===== src/common/ppc_cfg.svh =====
// Constants of the port pin configuration and comparator control block.
// Assumes a Wishbone slave with word-aligned registers and a 125 MHz core clock.
// Overview of operation
// RULE_01 - Direction bit 0 drives the pin as output; 1 leaves it high impedance.
// RULE_02 - Pull-up bits 6..0 map to pins; 0 enables the pull-up, 1 disables.
// RULE_03 - Bit 7 of pull-up, pull-down, open-drain reads zero; others read and write.
// RULE_04 - Pull-down bits 6..0 map to pins; 0 enables the pull-down, 1 disables.
// RULE_05 - Open-drain bits 6..0 map to pins; 0 open-drain, 1 push-pull.
// RULE_06 - Comparator bit 7 is active-low reference enable, default 0; minus pin stays I/O.
// RULE_07 - Ratio field bits 6..3 gives code/15 of supply; all ones is default.
// RULE_08 - Comparator bit 2 shows live comparator output and ignores writes.
// RULE_09 - Select 00 leaves comparator off; 01 runs it; shared pin stays I/O.
// RULE_10 - Select 10 drives comparator output on shared pin; 11 enables nothing.
// RULE_11 - Shared pin priority: timer input, comparator output, analog input five, I/O.
// RULE_12 - Timer source bit 5: 0 instruction clock, 1 timer pin transitions.
// RULE_13 - Software keeps timer source 0 while the shared pin is plain I/O.
// RULE_14 - Timer edge bit 4: 0 counts rising edges, 1 counts falling edges.
// RULE_15 - Timer pin is synchronised; an edge from two samples gives one count.
`ifndef PPC_CFG_SVH
`define PPC_CFG_SVH
// ----------------------------------------------------------------------
// Register word indices
// ----------------------------------------------------------------------
`define PPC_IDX_TIMER 3'h0
`define PPC_IDX_DIR 3'h1
`define PPC_IDX_PU 3'h2
`define PPC_IDX_PD 3'h3
`define PPC_IDX_OD 3'h4
`define PPC_IDX_CMP 3'h5
`define PPC_IDX_COUNT 3'h6
`define PPC_IDX_DATA 3'h7
// ----------------------------------------------------------------------
// Field positions, masks and reset values
// ----------------------------------------------------------------------
`define PPC_BIT_TS 5
`define PPC_BIT_TE 4
`define PPC_BIT_INTERNAL_REF_ENABLE_N 7
`define PPC_BIT_COMPARATOR_RESULT 2
`define PPC_SHARED_PIN 5
`define PPC_MINUS_PIN 4
`define PPC_TIMER_IRQ_CONFIG_WMASK 8'hbf
`define PPC_CMP_WMASK 8'hfb
`define PPC_RST_TIMER_IRQ_CONFIG 8'h00
`define PPC_RST_PIN7 7'h7f
`define PPC_RST_DOUT 7'h00
`define PPC_RST_CMP 8'h78
`define PPC_COS_OFF 2'h0
`define PPC_COS_RUN 2'h1
`define PPC_COS_PIN 2'h2
`define PPC_COS_NONE 2'h3
`define PPC_COS_HI 1
`define PPC_COS_LO 0
`define PPC_RATIO_HI 6
`define PPC_RATIO_LO 3
`define PPC_ADR_HI 4
`define PPC_ADR_LO 2
`endif


===== src/common/ppc_pkg.sv =====
// Types of the port pin configuration and comparator control block.
// Assumes ppc_cfg.svh supplies every numeric constant.
package ppc_pkg;
  typedef enum logic [1:0] {PPC_FN_IO, PPC_FN_ANALOG, PPC_FN_CMP, PPC_FN_TIMER} ppc_fn_t;
  typedef struct packed {
    logic ack;
    logic [31:0] rdat;
    logic [7:0] timer_irq_config;
    logic [6:0] dir;
    logic [6:0] pu;
    logic [6:0] pd;
    logic [6:0] od;
    logic [6:0] dout;
    logic [7:0] cmp;
    logic [7:0] tcnt;
    logic [6:0] s1;
    logic [6:0] s2;
    logic t5prev;
    logic c1;
    logic c2;
    logic [6:0] pout;
    logic [6:0] poe;
    ppc_fn_t fn;
  } ppc_state_t;
endpackage


===== src/rtl/ppc_top.sv =====
// Port pin configuration, shared pin mux, timer input counter and comparator control.
// Assumes pads resolve the pin from pin_out_o and pin_oe_o, and the comparator is analog.
//
// Added by the designer: the register offsets and the Wishbone slave port.
`timescale 1ns/100ps
`include "ppc_cfg.svh"
module ppc_top
  import ppc_pkg::*;
(
  // Clock and reset
  input wire logic clk_i,
  input wire logic rst_i,
  // Wishbone slave
  input wire logic wb_cyc_i,
  input wire logic wb_stb_i,
  input wire logic wb_we_i,
  input wire logic [7:0] wb_adr_i,
  input wire logic [3:0] wb_sel_i,
  input wire logic [31:0] wb_dat_i,
  output logic [31:0] wb_dat_o,
  output logic wb_ack_o,
  // Port pins
  input wire logic [6:0] pin_in_i,
  output logic [6:0] pin_out_o,
  output logic [6:0] pin_oe_o,
  output logic [6:0] pullup_en_o,
  output logic [6:0] pulldown_en_o,
  // Shared pin and timer
  input wire logic analog_input_five_i,
  input wire logic instr_tick_i,
  output ppc_fn_t shared_fn_o,
  output logic [7:0] timer_count_o,
  // Comparator
  input wire logic comparator_result_i,
  output logic comparator_on_o,
  output logic internal_ref_on_o,
  output logic [3:0] reference_ratio_o,
  output logic comparator_minus_input_o
);

  // ----------------------------------------------------------------------
  // State
  // ----------------------------------------------------------------------
  ppc_state_t st_reg;
  ppc_state_t st_next;
  logic [2:0] idx;
  logic wr;
  logic rd_edge;
  logic fl_edge;
  logic cmp_run;
  logic [6:0] ctl_oe;
  logic [6:0] ctl_out;

  function automatic logic [7:0] merge(input logic [7:0] old, input logic [7:0] dat, input logic [7:0] msk);
    merge = (old & ~msk) | (dat & msk);
  endfunction

  // Select 11 is reserved, so only the two run codes may switch the comparator on.
  function automatic logic cmp_active(input logic [1:0] cos);
    cmp_active = (cos == `PPC_COS_RUN) || (cos == `PPC_COS_PIN);
  endfunction

  assign idx = wb_adr_i[`PPC_ADR_HI:`PPC_ADR_LO];
  assign wr = wb_cyc_i && wb_stb_i && wb_we_i && wb_sel_i[0] && !st_reg.ack;

  // ----------------------------------------------------------------------
  // Next state
  // ----------------------------------------------------------------------
  always_comb begin
    st_next = st_reg;
    // RULE_15 two-stage sync
    st_next.s1 = pin_in_i;
    st_next.s2 = st_reg.s1;
    st_next.t5prev = st_reg.s2[`PPC_SHARED_PIN];
    st_next.c1 = comparator_result_i;
    st_next.c2 = st_reg.c1;
    // RULE_15 edge from samples
    rd_edge = st_reg.s2[`PPC_SHARED_PIN] && !st_reg.t5prev;
    fl_edge = !st_reg.s2[`PPC_SHARED_PIN] && st_reg.t5prev;
    // RULE_12 timer source select
    if (st_reg.timer_irq_config[`PPC_BIT_TS]) begin
      // RULE_14 edge polarity select
      if (st_reg.timer_irq_config[`PPC_BIT_TE] ? fl_edge : rd_edge) begin
        st_next.tcnt = st_reg.tcnt + 8'h01;
      end
    end else if (instr_tick_i) begin
      st_next.tcnt = st_reg.tcnt + 8'h01;
    end
    st_next.ack = wb_cyc_i && wb_stb_i && !st_reg.ack;
    st_next.rdat = 32'h0000_0000;
    // RULE_03 bit seven reads zero
    case (idx)
      `PPC_IDX_TIMER: st_next.rdat[7:0] = st_reg.timer_irq_config & `PPC_TIMER_IRQ_CONFIG_WMASK;
      `PPC_IDX_DIR: st_next.rdat[6:0] = st_reg.dir;
      `PPC_IDX_PU: st_next.rdat[6:0] = st_reg.pu;
      `PPC_IDX_PD: st_next.rdat[6:0] = st_reg.pd;
      `PPC_IDX_OD: st_next.rdat[6:0] = st_reg.od;
      `PPC_IDX_CMP: begin
        // RULE_08 live comparator result
        st_next.rdat[7:0] = st_reg.cmp & `PPC_CMP_WMASK;
        st_next.rdat[`PPC_BIT_COMPARATOR_RESULT] = st_reg.c2;
      end
      `PPC_IDX_COUNT: st_next.rdat[7:0] = st_reg.tcnt;
      `PPC_IDX_DATA: st_next.rdat[6:0] = st_reg.s2;
      default: st_next.rdat = 32'h0000_0000;
    endcase
    // A write in the same cycle as an increment wins, so software can preset the count.
    if (wr) begin
      case (idx)
        `PPC_IDX_TIMER: st_next.timer_irq_config = merge(st_reg.timer_irq_config, wb_dat_i[7:0], `PPC_TIMER_IRQ_CONFIG_WMASK);
        `PPC_IDX_DIR: st_next.dir = wb_dat_i[6:0];
        `PPC_IDX_PU: st_next.pu = wb_dat_i[6:0];
        `PPC_IDX_PD: st_next.pd = wb_dat_i[6:0];
        `PPC_IDX_OD: st_next.od = wb_dat_i[6:0];
        // RULE_08 result bit ignores writes
        `PPC_IDX_CMP: st_next.cmp = merge(st_reg.cmp, wb_dat_i[7:0], `PPC_CMP_WMASK);
        `PPC_IDX_COUNT: st_next.tcnt = wb_dat_i[7:0];
        `PPC_IDX_DATA: st_next.dout = wb_dat_i[6:0];
        default: st_next.dout = st_reg.dout;
      endcase
    end
    // RULE_09 comparator runs on 01 or 10
    cmp_run = cmp_active(st_reg.cmp[`PPC_COS_HI:`PPC_COS_LO]);
    // RULE_11 shared pin priority
    if (st_reg.timer_irq_config[`PPC_BIT_TS]) begin
      st_next.fn = PPC_FN_TIMER;
    end else if (st_reg.cmp[`PPC_COS_HI:`PPC_COS_LO] == `PPC_COS_PIN) begin
      st_next.fn = PPC_FN_CMP;
    end else if (analog_input_five_i) begin
      st_next.fn = PPC_FN_ANALOG;
    end else begin
      st_next.fn = PPC_FN_IO;
    end
    for (int i = 0; i < 7; i++) begin
      // RULE_01 direction and RULE_05 open drain
      ctl_oe[i] = !st_reg.dir[i] && (st_reg.od[i] || !st_reg.dout[i]);
      ctl_out[i] = st_reg.od[i] && st_reg.dout[i];
    end
    // RULE_06 minus input analog only with reference disabled
    if (st_reg.cmp[`PPC_BIT_INTERNAL_REF_ENABLE_N] && cmp_run) begin
      ctl_oe[`PPC_MINUS_PIN] = 1'b0;
    end
    case (st_next.fn)
      PPC_FN_TIMER, PPC_FN_ANALOG: ctl_oe[`PPC_SHARED_PIN] = 1'b0;
      PPC_FN_CMP: begin
        // RULE_10 comparator drives shared pin
        ctl_oe[`PPC_SHARED_PIN] = 1'b1;
        ctl_out[`PPC_SHARED_PIN] = st_reg.c2;
      end
      default: ctl_out[`PPC_SHARED_PIN] = ctl_out[`PPC_SHARED_PIN];
    endcase
    st_next.poe = ctl_oe;
    st_next.pout = ctl_out;
  end

  // ----------------------------------------------------------------------
  // Registers
  // ----------------------------------------------------------------------
  always_ff @(posedge clk_i) begin
    if (rst_i) begin
      st_reg <= '0;
      st_reg.timer_irq_config <= `PPC_RST_TIMER_IRQ_CONFIG;
      st_reg.dir <= `PPC_RST_PIN7;
      st_reg.pu <= `PPC_RST_PIN7;
      st_reg.pd <= `PPC_RST_PIN7;
      st_reg.od <= `PPC_RST_PIN7;
      st_reg.dout <= `PPC_RST_DOUT;
      // RULE_07 ratio default all ones
      st_reg.cmp <= `PPC_RST_CMP;
      st_reg.fn <= PPC_FN_IO;
    end else begin
      st_reg <= st_next;
    end
  end

  // ----------------------------------------------------------------------
  // Outputs
  // ----------------------------------------------------------------------
  assign wb_ack_o = st_reg.ack;
  assign wb_dat_o = st_reg.rdat;
  assign pin_out_o = st_reg.pout;
  assign pin_oe_o = st_reg.poe;
  // RULE_02 pull-up active low
  assign pullup_en_o = ~st_reg.pu;
  // RULE_04 pull-down active low
  assign pulldown_en_o = ~st_reg.pd;
  assign shared_fn_o = st_reg.fn;
  assign timer_count_o = st_reg.tcnt;
  // RULE_10 select 11 enables nothing
  assign comparator_on_o = cmp_active(st_reg.cmp[`PPC_COS_HI:`PPC_COS_LO]);
  assign internal_ref_on_o = comparator_on_o && !st_reg.cmp[`PPC_BIT_INTERNAL_REF_ENABLE_N];
  // RULE_07 ratio field
  assign reference_ratio_o = st_reg.cmp[`PPC_RATIO_HI:`PPC_RATIO_LO];
  assign comparator_minus_input_o = comparator_on_o && st_reg.cmp[`PPC_BIT_INTERNAL_REF_ENABLE_N];
endmodule


===== config.mk =====
export PLATFORM = sky130hd
export DESIGN_NAME = ppc_top
export DESIGN_NICKNAME = d
export VERILOG_FILES = /design/src/common/ppc_pkg.sv /design/src/rtl/ppc_top.sv
export VERILOG_INCLUDE_DIRS = /design/src /design/src/common
export SDC_FILE = /design/constraint.sdc
export NUM_CORES = 1
export LEC_CHECK = 0
export BUFFER_PORTS_ARGS = -buffer_cell sky130_fd_sc_hd__buf_4
export CORE_MARGIN = 2
export CORE_UTILIZATION = 55
export DETAILED_ROUTE_END_ITERATION = 8
export MAX_ROUTING_LAYER = met4
export PLACE_DENSITY = 0.85
export SLEW_MARGIN = 20
export SYNTH_ARGS = -nofsm -noshare
export SYNTH_HDL_FRONTEND = slang
export SYNTH_SLANG_ARGS = --single-unit

===== constraint.sdc =====
create_clock -name clk_i -period 4.6 [get_ports clk_i]
set_clock_uncertainty 0.2 [all_clocks]
set_input_delay 0.46 -clock clk_i [delete_from_list [all_inputs] [get_ports clk_i]]
set_output_delay 0.46 -clock clk_i [all_outputs]
set_load 0.005 [all_outputs]

==> qor.yml <==
timing:
  max_slew_margin_pct: 52.8
  final-setup-viol-count: 0
  drv_slew: 0
  rsz0062_at_grt: "no"
  tightest_slew_ps: 691
  whs_ps: 103
  final.period_utilization_pct: 47.0
  period_minus_slack_ps: 2160
  fmax_mhz: 463
  hold_viol: 0
  fin_tns_setup_ps: 0
logic_synthesis:
  synth_top_family_by_area: "simple AND/OR/NAND/NOR gates"
  synth.top_cell.area_share_pct: 43.5
  synth-async-reset-ratio_pct: 0
  ys.flop_type: "dfxtp_1"
  yosys_warnings: 0
  synth_adder_area_share_pct: 0.550
  syn_avg_cell_area_um2: 9.35
  synth-simple-area-share_pct: 17.6
  synth_largest_area_cell: "dfxtp_1"
  synth_mux_area_share_pct: 10.9
  yosysMostFrequentCell: "dfxtp_1"
  ys_ff_latch: 99
  synth_common_cells: "dfxtp_1 (99), buf_4 (61), nand2_1 (37), nor2_1 (37)"
  seq_area_frac_synth_pct: 43.5
  synth_cell_types: 48
  ys_top_cells_by_area: "dfxtp_1 (44%), buf_4 (10%), mux2i_1 (7.5%)"
  synth_cells: 487
  synthXorXnorAreaFrac_pct: 0.577
  netlist_area_um2: 4550
  synth_compound_area_share_pct: 10.8
  synth_edf_count: 0
critical_path:
  reg2regPathDepth: 4
  cpLargestDelayFamily: "adder cells"
  crit_path_start_kind: "flip-flop"
  crit_fanout: 3
  cp_num_cells: 4
  crit_start: "st_reg[41]"
  path_class: "flip-flop to output pin"
  slowest_delay_ps: 390
  cp-end-kind: "output pin"
  worstPathCellList: "inv_1 > ha_1 > nor2b_1 > buf_4"
  arrival_ps: 1500
  rr_startpoint: "st_reg[89]"
  slowest_stage: "ha_1"
  crit_required_ps: 3940
  critPathBufInv: 2
placed_design:
  gp_congestion: 0.892
  dp_cells: 605
  hpwlAfterDp_mm: 7.35
  io_buffers: 80
clock_tree:
  cts-resized-gates: 0
  worstSkewPairLatency_ps: 360
  cts_buffers: 9
  cts_hold_buf: 0
  clockBufferDepth: 2
  h-tree-depth: 3
  cts.root.buffer_cell: "clkbuf_8"
  cts_tree: "yes"
  clk_pin_slew_ps: 90
  post_cts_buffers: 0
  clock_sinks: 99
detailed_routing:
  wl_per_cell_um: 16.8
  drc: 0
  drtIter0Drc: 321
  firstDrtPassIters: 6
  via_count: 3562
  ant_nets: 0
  viasPerCell: 5.74
  wirelength_mm: 10.5
global_route:
  gr-usage-all-layers_pct: 25.3
  grt_pass1_wl_mm: 16.9
  antenna_found_initial: 0
  grt_pass1_vias: 3383
  grt_overflow: 0
  grt_max_degree: 63
floorplan:
  num_rows: 33
  die_w_um: 95.0
  die_h_um: 95.0
  io_pins: 137
  dieArea_um2: 9020
  core_um2: 8130
  initial_utilization_pct: 56.0
power:
  p_per_area_nw_per_um2: 326
  leakage_nw: 2.47
  ir_worst_vdd_v: 0.000225
hold_path:
  min_from: "pin_in_i[1]"
  holdPathStages: 2
  hold_class: "input port to flip-flop"
job:
  cap_violations: 0
final_layout:
  area_growth_pct: 10.0
  finalCoreUtilization_pct: 61.6
  stdcell_count: 621
  diodes: 0
  drive_gt1_share_pct: 21.3
  layout.nets: 572
  largest_reg_flops: 53
status:
  outcome: "completed"
cell families after synthesis:
| family | after synthesis |
|---|---|
| flops | 99 |
| fa+ha+maj | 2 |
| buf+inv | 125 |
| simple gates | 149 |
| other cells | 1 |
| xor+xnor | 3 |
| mux | 42 |
| compound gates | 66 |
final cells by class:
cell class | count | area [um2]
flip-flops and latches | 99 | 1980
clock buffers | 12 | 155
well taps | 105 | 131
multi-input cells | 286 | 1930
clock inverters | 4 | 72.6
fillers | 656 | 3130
inverters | 34 | 128
repair buffers | 81 | 608
power by group:
part           total [mW]  leakage, nW  internal (mW)  switching (mW)
clock network       0.618        0.113          0.335           0.283
logic               0.128         1.55         0.0553          0.0730
registers           0.885        0.805          0.874          0.0108
per-layer routing:
layer  GRT usage, %  vias up  share of wire (%)
met1           31.4     1663                 40
met3           6.23       28                9.3
li1               -     1643                  -
met5              -        -                  0
met2           39.8      228                 49
met4           9.90        0                2.3
stage by stage:
stage / power [mW] / setup slack (ps) / cell area [um2]
finish: 1.63 / 2440 / 5010
global route: 1.69 / 2360 / 5010
CTS: 1.64 / 2440 / 5010
detailed placement: 1.03 / 2280 / 4780
global placement: 1.03 / 2340 / 4780
floorplan: 1.00 / 2690 / 4640
final timing paths:
path	endpoint	slack, ps
max	comparator_minus_input_o	2440
min	st_next[20]	100
max reg2reg	timer_count_o[3]	2550
min reg2reg	st_reg[21]	240
placed cells by master, fill, tap and decap left out, types with 5 or more instances in the layout:
cell	count
a211oi_1	10
a21oi_1	7
a221oi_1	6
and3_1	8
and4_1	5
buf_4	81
clkbuf_8	11
conb_1	24
dfxtp_1	99
inv_1	34
mux2i_1	34
mux4_2	6
nand2_1	37
nor2_1	37
nor2b_1	22
nor3_1	9
o211ai_1	23
Power figures use the tool's default switching activity.
